$ cat src/design/adc_pipe_pkg.sv
// constants for the pipelined converter output timing block
//
// Overview of operation
// RULE1: result is 8-bit straight binary, one step is span over 256.
// RULE2: below negative full scale: range flag high with all-zeros code.
// RULE3: above positive full scale: range flag high with all-ones code.
// RULE4: range flag stays low while the sample lies inside full scale.
// RULE5: while converter clock is high, input is tracked, no conversion starts.
// RULE6: each falling converter clock edge samples and starts a conversion.
// RULE7: result valid at fifth falling edge after sampling, held until next.
// RULE8: once the pipeline is full, one new result per falling edge.
// RULE9: host clocks converter no faster than 20MHz, no slower than 10kHz.
// RULE10: host clock near 50% duty; each phase at least 25ns.
// RULE11: after power-up or 100us clock stop, data invalid for 20 cycles.
// RULE12: power_down_n low powers down amplifiers and bias.
// RULE13: during power-down, data and flag are still driven.
// RULE14: leaving power-down, host discards data for 20 cycles.
// RULE15: range flag carries the same five-cycle latency as its code.
package adc_pipe_pkg;

   // ----------------------------------------------------------------
   // converter geometry and timing
   // ----------------------------------------------------------------
   localparam int unsigned CODE_W        = 8;
   localparam int unsigned LATENCY       = 5;
   localparam int unsigned WARMUP_CYCLES = 20;
   localparam int unsigned CLK_MHZ       = 125;
   localparam int unsigned MIN_PHASE_NS  = 25;
   localparam int unsigned MIN_PHASE_CYC = (MIN_PHASE_NS * CLK_MHZ + 999) / 1000;
   localparam int unsigned STOP_US       = 100;
   localparam int unsigned STOP_CYC      = STOP_US * CLK_MHZ;
   localparam logic [7:0]  CODE_MIN      = 8'h00;
   localparam logic [7:0]  CODE_MAX      = 8'hff;
   localparam logic [7:0]  RESET_CODE    = 8'h00;

endpackage

$ cat src/design/adc_result_pipe.sv
// fixed-latency delay line carrying code and range flag together
`timescale 1ns/1ps
`default_nettype none
module adc_result_pipe #(
   parameter int unsigned WIDTH = 9,
   parameter int unsigned DEPTH = 5
) (
   input  wire logic             i_sys_clk,
   input  wire logic             i_rst,
   input  wire logic             i_ce,
   input  wire logic             i_adv,
   input  wire logic [WIDTH-1:0] i_data,
   output var  logic [WIDTH-1:0] o_data
);
   initial begin
      if (DEPTH < 1 || WIDTH < 1) $error("adc_result_pipe: bad geometry");
   end

   logic [WIDTH-1:0] stage      [DEPTH];
   logic [WIDTH-1:0] next_stage [DEPTH];

   always_comb begin
      for (int i = 0; i < DEPTH; i++) begin
         next_stage[i] = stage[i];
      end
      if (i_adv) begin
         next_stage[0] = i_data;
         for (int i = 1; i < DEPTH; i++) begin
            next_stage[i] = stage[i-1];
         end
      end
   end

   genvar g;
   generate
      for (g = 0; g < DEPTH; g++) begin : g_stage
         always_ff @(posedge i_sys_clk) begin
            if (i_rst) begin
               stage[g] <= '0;
            end else if (i_ce) begin
               stage[g] <= next_stage[g];
            end
         end
      end
   endgenerate

   assign o_data = stage[DEPTH-1];
endmodule
`default_nettype wire

$ cat src/design/adc_output_timing.sv
// digital side of the 8-bit pipelined sampling converter
`timescale 1ns/1ps
`default_nettype none
module adc_output_timing #(
   parameter int unsigned CODE_W        = adc_pipe_pkg::CODE_W,
   parameter int unsigned LATENCY       = adc_pipe_pkg::LATENCY,
   parameter int unsigned WARMUP_CYCLES = adc_pipe_pkg::WARMUP_CYCLES,
   parameter int unsigned STOP_CYC      = adc_pipe_pkg::STOP_CYC
) (
   input  wire logic              i_sys_clk,
   input  wire logic              i_rst,
   input  wire logic              i_ce,
   input  wire logic              i_conv_clk,
   input  wire logic              i_power_down_n,
   input  wire logic signed [15:0] i_diff_in,
   input  wire logic signed [15:0] i_full_scale,
   output var  logic [CODE_W-1:0] o_code,
   output var  logic              o_range_exceeded_flag,
   output var  logic              o_bias_on,
   output var  logic              o_data_valid
);
   initial begin
      if (CODE_W != 8) $error("adc_output_timing: code width must be 8");
      if (LATENCY < 1) $error("adc_output_timing: latency must be at least 1");
      if (WARMUP_CYCLES < 1 || WARMUP_CYCLES > 255) $error("adc_output_timing: bad warm-up count");
      if (STOP_CYC < 2) $error("adc_output_timing: bad stop count");
   end

   // ----------------------------------------------------------------
   // quantiser: straight binary over [-fs, +fs], 256 steps
   // ----------------------------------------------------------------
   function automatic logic [CODE_W:0] quantise(input logic signed [15:0] x,
                                                input logic signed [15:0] fs);
      logic signed [31:0] num;
      logic signed [31:0] q;
      num = 32'(x) + 32'(fs);
      q   = 32'sh0;
      if (fs <= 16'sh0) begin
         quantise = {1'b1, adc_pipe_pkg::CODE_MIN};
      end else if (x < -fs) begin
         quantise = {1'b1, adc_pipe_pkg::CODE_MIN}; // RULE2
      end else if (x > fs) begin
         quantise = {1'b1, adc_pipe_pkg::CODE_MAX}; // RULE3
      end else begin
         // half-step rounding places transitions midway between codes
         q = (num * 32'sd256 + 32'(fs)) / (32'sd2 * 32'(fs)); // RULE1
         if (q > 32'sd255) begin
            q = 32'sd255;
         end
         quantise = {1'b0, q[CODE_W-1:0]}; // RULE4
      end
   endfunction

   // ----------------------------------------------------------------
   // converter clock edge detection
   // ----------------------------------------------------------------
   logic conv_clk_d;
   logic next_conv_clk_d;
   logic fall;
   assign next_conv_clk_d = i_conv_clk;
   // only the falling edge starts work; the high phase just tracks
   assign fall = conv_clk_d & ~i_conv_clk; // RULE5 RULE6

   // ----------------------------------------------------------------
   // result pipeline, flag travels with its code
   // ----------------------------------------------------------------
   logic [CODE_W:0] pipe_out;
   logic [CODE_W:0] sample_word;
   assign sample_word = i_power_down_n ? quantise(i_diff_in, i_full_scale)
                                       : {1'b0, adc_pipe_pkg::RESET_CODE};

   // stage 0 loads on the sampling fall itself, so LATENCY stages plus
   // the output flop put the word out on fall LATENCY after sampling
   adc_result_pipe #(
      .WIDTH (CODE_W + 1),
      .DEPTH (LATENCY)
   ) u_pipe (
      .i_sys_clk (i_sys_clk),
      .i_rst     (i_rst),
      .i_ce      (i_ce),
      .i_adv     (fall & i_power_down_n), // RULE6 RULE8
      .i_data    (sample_word),           // RULE15
      .o_data    (pipe_out)
   );

   // ----------------------------------------------------------------
   // output registers and warm-up tracking
   // ----------------------------------------------------------------
   logic [CODE_W-1:0] next_code;
   logic              next_flag;
   logic              next_bias_on;
   logic              next_valid;
   logic [7:0]        warm_cnt;
   logic [7:0]        next_warm_cnt;
   logic [31:0]       idle_cnt;
   logic [31:0]       next_idle_cnt;

   always_comb begin
      next_code     = o_code;
      next_flag     = o_range_exceeded_flag;
      next_bias_on  = i_power_down_n; // RULE12
      next_warm_cnt = warm_cnt;
      next_idle_cnt = idle_cnt;
      // outputs keep driving the last word while powered down
      if (fall && i_power_down_n) begin
         next_code = pipe_out[CODE_W-1:0]; // RULE7 RULE13
         next_flag = pipe_out[CODE_W];     // RULE15
      end
      if (fall) begin
         next_idle_cnt = 32'h0;
      end else if (idle_cnt < STOP_CYC) begin
         next_idle_cnt = idle_cnt + 32'h1;
      end
      // stopped clock or power-down restarts the warm-up
      if (!i_power_down_n || idle_cnt >= STOP_CYC) begin
         next_warm_cnt = 8'h00; // RULE11 RULE14
      end else if (fall && warm_cnt < 8'(WARMUP_CYCLES)) begin
         next_warm_cnt = warm_cnt + 8'h01;
      end
      next_valid = i_power_down_n && (next_warm_cnt >= 8'(WARMUP_CYCLES));
   end

   always_ff @(posedge i_sys_clk) begin
      if (i_rst) begin
         conv_clk_d            <= 1'b0;
         o_code                <= adc_pipe_pkg::RESET_CODE;
         o_range_exceeded_flag <= 1'b0;
         o_bias_on             <= 1'b0;
         o_data_valid          <= 1'b0;
         warm_cnt              <= 8'h00;
         idle_cnt              <= 32'h0;
      end else if (i_ce) begin
         conv_clk_d            <= next_conv_clk_d;
         o_code                <= next_code;
         o_range_exceeded_flag <= next_flag;
         o_bias_on             <= next_bias_on;
         o_data_valid          <= next_valid;
         warm_cnt              <= next_warm_cnt;
         idle_cnt              <= next_idle_cnt;
      end
   end
endmodule
`default_nettype wire

$ cat config.mk
export PLATFORM = sky130hd
export DESIGN_NAME = adc_output_timing
export DESIGN_NICKNAME = d
export VERILOG_FILES = /design/src/design/adc_pipe_pkg.sv /design/src/design/adc_result_pipe.sv /design/src/design/adc_output_timing.sv
export SDC_FILE = /design/constraint.sdc
export NUM_CORES = 1
export LEC_CHECK = 0
export ABC_AREA = 0
export ABC_CLOCK_PERIOD_IN_PS = 107500
export BUFFER_PORTS_ARGS = -buffer_cell sky130_fd_sc_hd__buf_2
export CAP_MARGIN = 0
export CELL_PAD_IN_SITES_DETAIL_PLACEMENT = 1
export CELL_PAD_IN_SITES_GLOBAL_PLACEMENT = 2
export CORE_MARGIN = 8
export CORE_UTILIZATION = 39
export DETAILED_ROUTE_END_ITERATION = 10
export GPL_TIMING_DRIVEN = 0
export PLACE_DENSITY_LB_ADDON = 0.1
export SLEW_MARGIN = 20
export SYNTH_ARGS = -nofsm -noshare
export SYNTH_HDL_FRONTEND = slang
export SYNTH_SLANG_ARGS = --single-unit
$ cat constraint.sdc
create_clock -name i_sys_clk -period 107.5 [get_ports i_sys_clk]
set_input_delay 21.5 -clock i_sys_clk [delete_from_list [all_inputs] [get_ports i_sys_clk]]
set_output_delay 21.5 -clock i_sys_clk [all_outputs]
set_load 0.1 [all_outputs]
Yosys cells after proc, flatten, opt, wreduce, memory -nomap -nowiden. Memory sizes are Yosys's and may differ from the RTL's. Cells that the tools add are included.

Register bits after elaboration: 52. Latch bits: 0. RAM bits: 45. Bits in read-only memories: 0. Input bits: 37. Output and inout bits: 11. Logic and storage cells: 58. Memories kept: 1.

$add $sub $neg: 5. Multiply operators: 0. Div/mod/pow operators: 1. Magnitude comparators: 8. Eq/ne operators: 0. Shifts and indexed selects: 0. Multiplexer cells: 20. Bitwise logic cells: 8. Reductions and logical operators: 8.

Memories: u_pipe.stage (words 5, bits a word 9, read ports 5, clocked after memory_dff 0, wr ports 5, RTL line adc_result_pipe.sv:19) `logic [WIDTH-1:0] stage [DEPTH];`.

Operators with widths (number): $mux W9 (9); $mux W32 (2); $mux W45 (1); $add A32 B1 Y32 const B (1); $div A32 B32 Y32 (1); $ge A32 B14 Y1 const B (1); $gt A32 B9 Y1 const B (1); $lt A32 B14 Y1 const B (1); $add A25 B16 Y26 (1); $mux W8 (3); $add A16 B16 Y17 (1); $gt A16 B16 Y1 (1); $le A16 B1 Y1 const B (1); $lt A16 B16 Y1 (1); $neg A16 Y16 (1); $add A8 B1 Y8 const B (1); $ge A8 B5 Y1 const B (1); $lt A8 B5 Y1 const B (1); $mux W1 (5); $or A1 B1 Y1 (5); $reduce_and A2 Y1 (2); $logic_and A1 B1 Y1 (3); $and A1 B1 Y1 (2); $reduce_bool A2 Y1 (1); 3 further kinds (3).

Logic depth before layout (Yosys ltp). Gate-level depths: netlist of run 1.

Depth in word-level cells: 11. Mapped depth: 365. Gate-level depth less buffers: 329.

Modules after synthesis. A second synthesis of run 1 with hierarchy kept.

Cells, all modules: 5005. Area total of the unflattened synthesis: 35576.6 um^2.

By module, submodules not included: adc_output_timing (times used 1, cells each 4906, area each 33763.6 um^2, sequential area each 1041.0 um^2); adc_result_pipe (times used 1, cells each 99, area each 1813.0 um^2, sequential area each 1351.3 um^2).

Worst setup path before layout of run 1. No wires, ideal clock.

Kind: input -> register. From: input port i_full_scale[0]. To: memory u_pipe.stage[0][0], data pin. Library setup time: 0.282 ns. Arrival time: 91.848 ns. Data required time: 107.218 ns. Path slack: 15.371 ns. Stages on the path: 334. Path buffers: 49. Cell sequence: clkbuf_1 > inv_1 > ha_1 > or3b_2 > clkbuf_1 > o31ai_1 > xnor2_1 > inv_1 > o2111ai_1 > nor2_1 > and2_1 > o211ai_1 > nor2_1 > ha_1 > o21a_1 > o21ai_0 > nor2_1 > ha_1 > (+298 left out) > a21o_1 > a21o_1 > a21o_1 > a21o_1 > a21oi_1 > o211ai_1 > a31oi_1 > o211ai_1 > nand2_1 > ha_1 > nand3_1 > or4_1 > o41a_1 > o32ai_1 > a22oi_1 > or4_1 > nor4_2 > a21oi_1.

RTL lines: start, declared (RTL line adc_output_timing.sv:16) `input wire logic signed [15:0] i_full_scale,`; end, declared (RTL line adc_result_pipe.sv:19).

==> results of run 1 <==
flip-flops by register name, summed over array words and instances (netlist names):
name and flops:
u_pipe.stage 45, idle_cnt 32, o_code 8, warm_cnt 8, conv_clk_d 1, o_bias_on 1
o_data_valid 1, o_range_exceeded_flag 1
cells by family after synthesis:
| kind of cell | synth area share (%) |
|---|---|
| simple gates | 25.09 |
| compound gates | 31.23 |
| fa+ha+maj | 20.49 |
| xor+xnor | 9.249 |
| buf+inv | 3.618 |
| mux | 3.416 |
| flops | 6.883 |
| other cells | 0.02161 |
final timing paths:
kind	end	cells after the start
setup reg to reg	idle_cnt[31]$_SDFFE_PP0P_	10
hold / removal	o_code[5]$_SDFFE_PP0P_	2
setup / recovery	u_pipe.stage[0][7]$_SDFFCE_PP0P_	339
hold reg to reg	o_code[5]$_SDFFE_PP0P_	2
worst register-to-register path: cells and delay by family, from the launching register on:
family,cells,cell delay [ns]
flops,1,0.34
simple gates,8,2.72
compound gates,2,0.35
per-stage QoR:
stage	hold slack [ns]	setup TNS, ns	area, um2	utilization, %
final	0.4582	0	38850	43.96
after global routing	0.4866	-1.459	38840	43.95
after CTS	0.4596	0	38340	43.38
after detailed placement	0.4503	-128.49	37540	42.48
after global placement	0.4419	-158.63	36910	41.77
after floorplan	0.4308	0	35220	-
layer usage:
metal	vias to the layer above	wire length, um	GRT usage, %	share of wire, %
li1	18750	-	-	-
met1	18670	69260	39.15	48
met2	920	62770	44.63	43
met3	183	7767	3.301	5.4
met4	2	4627	7.948	3.2
met5	-	13	0	0.0090
Yosys cell counts (38+ instances only):
master,count,area [um2]
a211oi_1,38,285.3
a21o_1,219,1644
a21oi_1,389,1947
a31oi_1,77,481.7
and2_1,80,500.5
and3_1,52,325.3
clkbuf_1,115,431.7
dfxtp_1,52,1041
edfxtp_1,45,1351
ha_1,566,7082
inv_1,184,690.7
mux2_2,73,822.0
nand2_1,481,1805
nand2b_1,56,350.3
nand3_1,138,690.7
nand4_1,62,387.9
nor2_1,522,1959
nor2b_1,50,312.8
nor3_1,172,860.8
o211ai_1,65,488.0
o21a_1,137,1028
o21ai_0,281,1406
o21bai_1,51,382.9
o31ai_1,53,397.9
or2_2,38,237.7
or3_1,56,350.3
xnor2_1,238,2085
xor2_1,129,1130
layout make-up:
type | instances | share of cell area (%)
diodes | 2 | 0.01288
plain buffers | 130 | 1.620
clock buffers | 11 | 0.6248
clock inverters | 5 | 0.1417
inverters | 188 | 1.826
multi-input cells | 4611 | 83.19
flip-flops and latches | 97 | 6.158
well taps | 1165 | 3.752
repair buffers | 115 | 2.670
timing repair:
action | 4_1_cts | 5_1_grt
setup endpoints to repair | 8 | 8
buffers inserted | 7 | 26
resized for setup | 138 | 112
hold buffers | 0 | 0
pin swaps | 7 | 15
==> impl_metrics.tcl, run 1 <==
set metrics [dict create \
    ys_ff_latch 97 \
    drtAntennaViolNets 0 \
    synth_ff_type "dfxtp_1" \
    wire_per_inst_um 22.84 \
    first_global_vias 38230 \
    cp_max_fo 19 \
    worst_pin_slew_ns 1.178 \
    layout.nets 5757 \
    syn_area_um2 34750 \
    vias 38520 \
    finalSetupViolCount 0 \
    post-route-period-util_pct 96.14 \
    fmaxAchievable_mhz 9.675 \
    layout.cells.non_filler 6324 \
    clk_pin_slew_ns 0.07 \
    die_area_um2 98920 \
    start_util_pct 39.33 \
    cp-end-kind "flop" \
    fillCellCount 11410 \
    cts-root-buf "clkbuf_16" \
    cp.required_ns 107.60 \
    crit_slowest_cell "or4_1" \
    grt_max_degree 28 \
    antenna_found_initial 3 \
    cts_buffer_depth 2 \
    drcViolationCount 0 \
    maxCapViolCount 0 \
    layout_common_cells "566 x ha_1, 509 x nor2_1, 477 x nand2_1, 380 x a21oi_1, 272 x o21ai_0" \
    yosysWarnings 0 \
    grt-ovfl-total 0 \
    start_kind "primary input" \
    slowest_delay_ns 0.59 \
    cts_made_buffers 9 \
    ys_seq_area_share_pct 6.883 \
    port_buffers 47 \
    slew_violations 0 \
    routed_wl_um 144400 \
    crit_arrival_ns 103.45 \
    cts_tree "done" \
    outcome "completed" \
    grt_first_pass_wirelength_um 221800 \
    finalClockSkew_ns 0.01142 \
    fp-row-count 109 \
    ys_types 104 \
    place_ws_ns -16.07 \
    core_area_um2 88370 \
    drive_above_1_share_pct 9.366 \
    ioPinCount 48 \
    fp.dieH_um 314.5 \
    drt_iter0_markers 2462 \
    cts.sinks 97 \
    place_hpwl_um 121800 \
    layout_setup_ws_ns 4.146 \
    r2r_slack_ns 104.03 \
    multi_input_area_um2 32320 \
    r2r_start "idle_cnt[8]$_SDFFE_PP0P_" \
    clk_latency_ns 0.35 \
    dr.pass1.iters 8 \
    hp-class "reg2reg" \
    worstHoldStart "o_code[5]$_SDFFE_PP0P_" \
    async_flop_share_pct 0 \
    die_w_um 314.5 \
    area.growth.synth_to_final_pct 11.78 \
    slew_headroom_pct 20.87 \
    avgSynthCellArea_um2 7.074 \
    cp_top_family "compound AO/OA/AOI/OAI gates" \
    worstSetupStartpoint "i_full_scale[5]" \
    cts_htree_levels 3 \
    crit_buf_inv 53 \
    hold_viol_final 0 \
    routed_via_density 6.091 \
    dp_cells 6284 \
    final_common_cell "ha_1" \
    critPathKind "in2reg" \
    netlist_instances 4913 \
    seqCellArea_um2 2392 \
    cp_common_cell "ha_1" \
    routabilityCongestion 0.9172 \
    synth_edf_count 45 \
    fin_crit_ns 103.35 \
    grt_usage_pct 27.91 \
]
Power of run 1 is left out: the tool's default activity adds up to more than one toggle a clock period on the data nets, which glitch-free logic cannot reach.
==> inputs of run 2 (changes only) <==
- SYNTH_HIERARCHICAL: not set -> 1
==> impl_metrics.tcl, run 2 <==
set metrics [dict create \
    area.growth.synth_to_final_pct 10.13 \
    antenna_found_initial 8 \
    place_hpwl_um 128800 \
    first_global_vias 39430 \
    ioPinCount 48 \
    seqCellArea_um2 2392 \
    yosysTopAreaCell "ha_1" \
    cts_buffer_depth 2 \
    drcViolationCount 0 \
    wire_per_inst_um 23.78 \
    fin_crit_ns 103.30 \
    top_register "u_pipe/stage" \
    clk_latency_ns 0.36 \
    fillCellCount 11630 \
    drt_iter0_markers 2350 \
    slowest_delay_ns 0.83 \
    vias 39710 \
    finalClockSkew_ns 0.008292 \
    post-route-period-util_pct 96.09 \
    yosysMostFrequentCell "ha_1" \
    use_met2_pct 49.72 \
    async_flop_share_pct 0 \
    fin_util_pct 43.46 \
    cp_common_cell "ha_1" \
    grt_first_pass_wirelength_um 231500 \
    synth_edf_count 45 \
    yosysWarnings 6 \
    slew_headroom_pct 17.10 \
    drive_above_1_share_pct 9.456 \
    fp.dieH_um 318.0 \
    synthTopCellsByCount "566 x ha_1, 513 x nand2_1, 505 x nor2_1" \
    r2r_start "idle_cnt[9]$_SDFFE_PP0P_" \
    slew_violations 0 \
    gr-usage-met3_pct 1.899 \
    fmaxAchievable_mhz 9.681 \
    crit_arrival_ns 103.41 \
    dr.pass1.iters 6 \
    worstHoldStart "o_code[7]$_SDFFE_PP0P_" \
    critPathKind "in2reg" \
    whs_path_depth 2 \
    worst_pin_slew_ns 1.212 \
    final_common_cell "ha_1" \
    avgSynthCellArea_um2 7.108 \
    multi_input_area_um2 32750 \
    hp-class "reg2reg" \
    ys_seq_area_share_pct 6.724 \
    netlist_instances 5005 \
    port_buffers 47 \
    outcome "completed" \
    finalSetupViolCount 0 \
    synth_ff_type "dfxtp_1" \
    grt_max_degree 46 \
    cp_max_fo 10 \
    largest_register_ffs 45 \
    routed_wl_um 152500 \
    hold_viol_final 0 \
    min_to "o_code[7]$_SDFFE_PP0P_" \
    cp.required_ns 107.61 \
    crit_slowest_cell "o31ai_2" \
    grt_usage_pct 28.51 \
    layout_common_cells "566 x ha_1, 512 x nand2_1, 493 x nor2_1, 423 x a21oi_1, 257 x o21ai_0" \
    cts-root-buf "clkbuf_16" \
    cts_tree "done" \
    syn_area_um2 35580 \
    layout.nets 5835 \
    clk_pin_slew_ns 0.08 \
    start_util_pct 39.46 \
    routabilityCongestion 0.9773 \
    start_kind "primary input" \
    drtAntennaViolNets 0 \
    largest_registers "u_pipe/stage (45), idle_cnt (32)" \
    synth_top_area_share_pct 19.91 \
    cp-end-kind "flop" \
    routed_via_density 6.192 \
    ys_ff_latch 97 \
    die_area_um2 101100 \
    ys_types 123 \
    fp-row-count 110 \
    cts.sinks 97 \
    reg2reg_depth 12 \
    synth_top_cells_by_area "ha_1 20%, a21oi_1 6.1%, xnor2_1 5.7%, nand2_1 5.4%, nor2_1 5.3%" \
    cts_htree_levels 3 \
    r2r_slack_ns 103.94 \
    rsz0062_at_grt "no" \
    die_w_um 318.0 \
    grt_util_met1_pct 36.98 \
    cts_made_buffers 9 \
    worstReg2RegEnd "idle_cnt[28]$_SDFFE_PP0P_" \
    grt-busiest-layer "met2" \
    grt-ovfl-total 0 \
    core_area_um2 90150 \
    maxCapViolCount 0 \
]
[run 2: worst max-delay path, delay by kind of cell]
kind	cells	cell delay, ns
AOI/OAI and AO/OA	123	33.32
adders and majority gates	31	10.48
buffers and inverters	53	14.74
muxes	4	1.47
and+or+nand+nor	98	21.58
[run 2: per-layer routing]
metal	wire (um)	share of wire, %
met1	68890	45
met2	71670	47
met3	5950	3.9
met4	6018	3.9
met5	0	0
[run 2: logic make-up after synthesis]
| group | Yosys count | synth area share (%) |
|---|---|---|
| mux | 95 | 2.887 |
| other cells | 2 | 0.02111 |
| simple gates | 1868 | 25.94 |
| buf+inv | 336 | 3.805 |
| flops | 97 | 6.724 |
| xor+xnor | 366 | 9.010 |
| fa+ha+maj | 568 | 20.02 |
| compound gates | 1673 | 31.59 |
[run 2: cell type report]
type | instances | share of cell area, %
sequential | 97 | 6.106
tap | 1176 | 3.755
multi-input combinational | 4696 | 83.58
clock buffer | 9 | 0.5748
inverter | 176 | 1.689
timing repair buffer | 96 | 2.149
antenna | 2 | 0.01277
clock inverter | 7 | 0.1788
buffer | 154 | 1.951
[run 2: timing repair]
| action | CTS | global route |
|---|---|---|
| pin swaps | 4 | 9 |
| hold buffers | 0 | 0 |
| cloned | 0 | 0 |
| resized for setup | 78 | 97 |
| setup endpoints to repair | 8 | 8 |
| endpoints found under the hold margin | 0 | 0 |
| setup buffers | 5 | 12 |
[run 2: worst max path at each step]
stage | start | end | slack (ns)
3_3_place_gp | i_full_scale[0] | u_pipe/stage[0][1]$_SDFFCE_PN0P_ | -16.64
2_1_floorplan | i_full_scale[0] | u_pipe/stage[0][1]$_SDFFCE_PN0P_ | 19.09
4_1_cts | i_full_scale[10] | u_pipe/stage[0][1]$_SDFFCE_PN0P_ | 0.08
3_5_place_dp | i_full_scale[0] | u_pipe/stage[0][1]$_SDFFCE_PN0P_ | -11.76
5_1_grt | i_full_scale[6] | u_pipe/stage[0][1]$_SDFFCE_PN0P_ | 0.02
6_report | i_full_scale[6] | u_pipe/stage[0][1]$_SDFFCE_PN0P_ | 4.20
[run 2: through the flow]
step | std cells | cell area [um2] | TNS, ns | setup WS (ns) | hold slack, ns
detailed placement | 6384 | 38310 | -93.84 | -11.76 | 0.4474
global placement | 6352 | 37750 | -132.91 | -16.64 | 0.4378
floorplan | 5129 | 36040 | 0 | 19.09 | 0.4308
global route | 6411 | 39180 | 0 | 0.01940 | 0.4826
finish | 6413 | 39180 | 0 | 4.204 | 0.4550
CTS | 6403 | 38850 | 0 | 0.08030 | 0.4587
Power of run 2 is left out for the same reason.
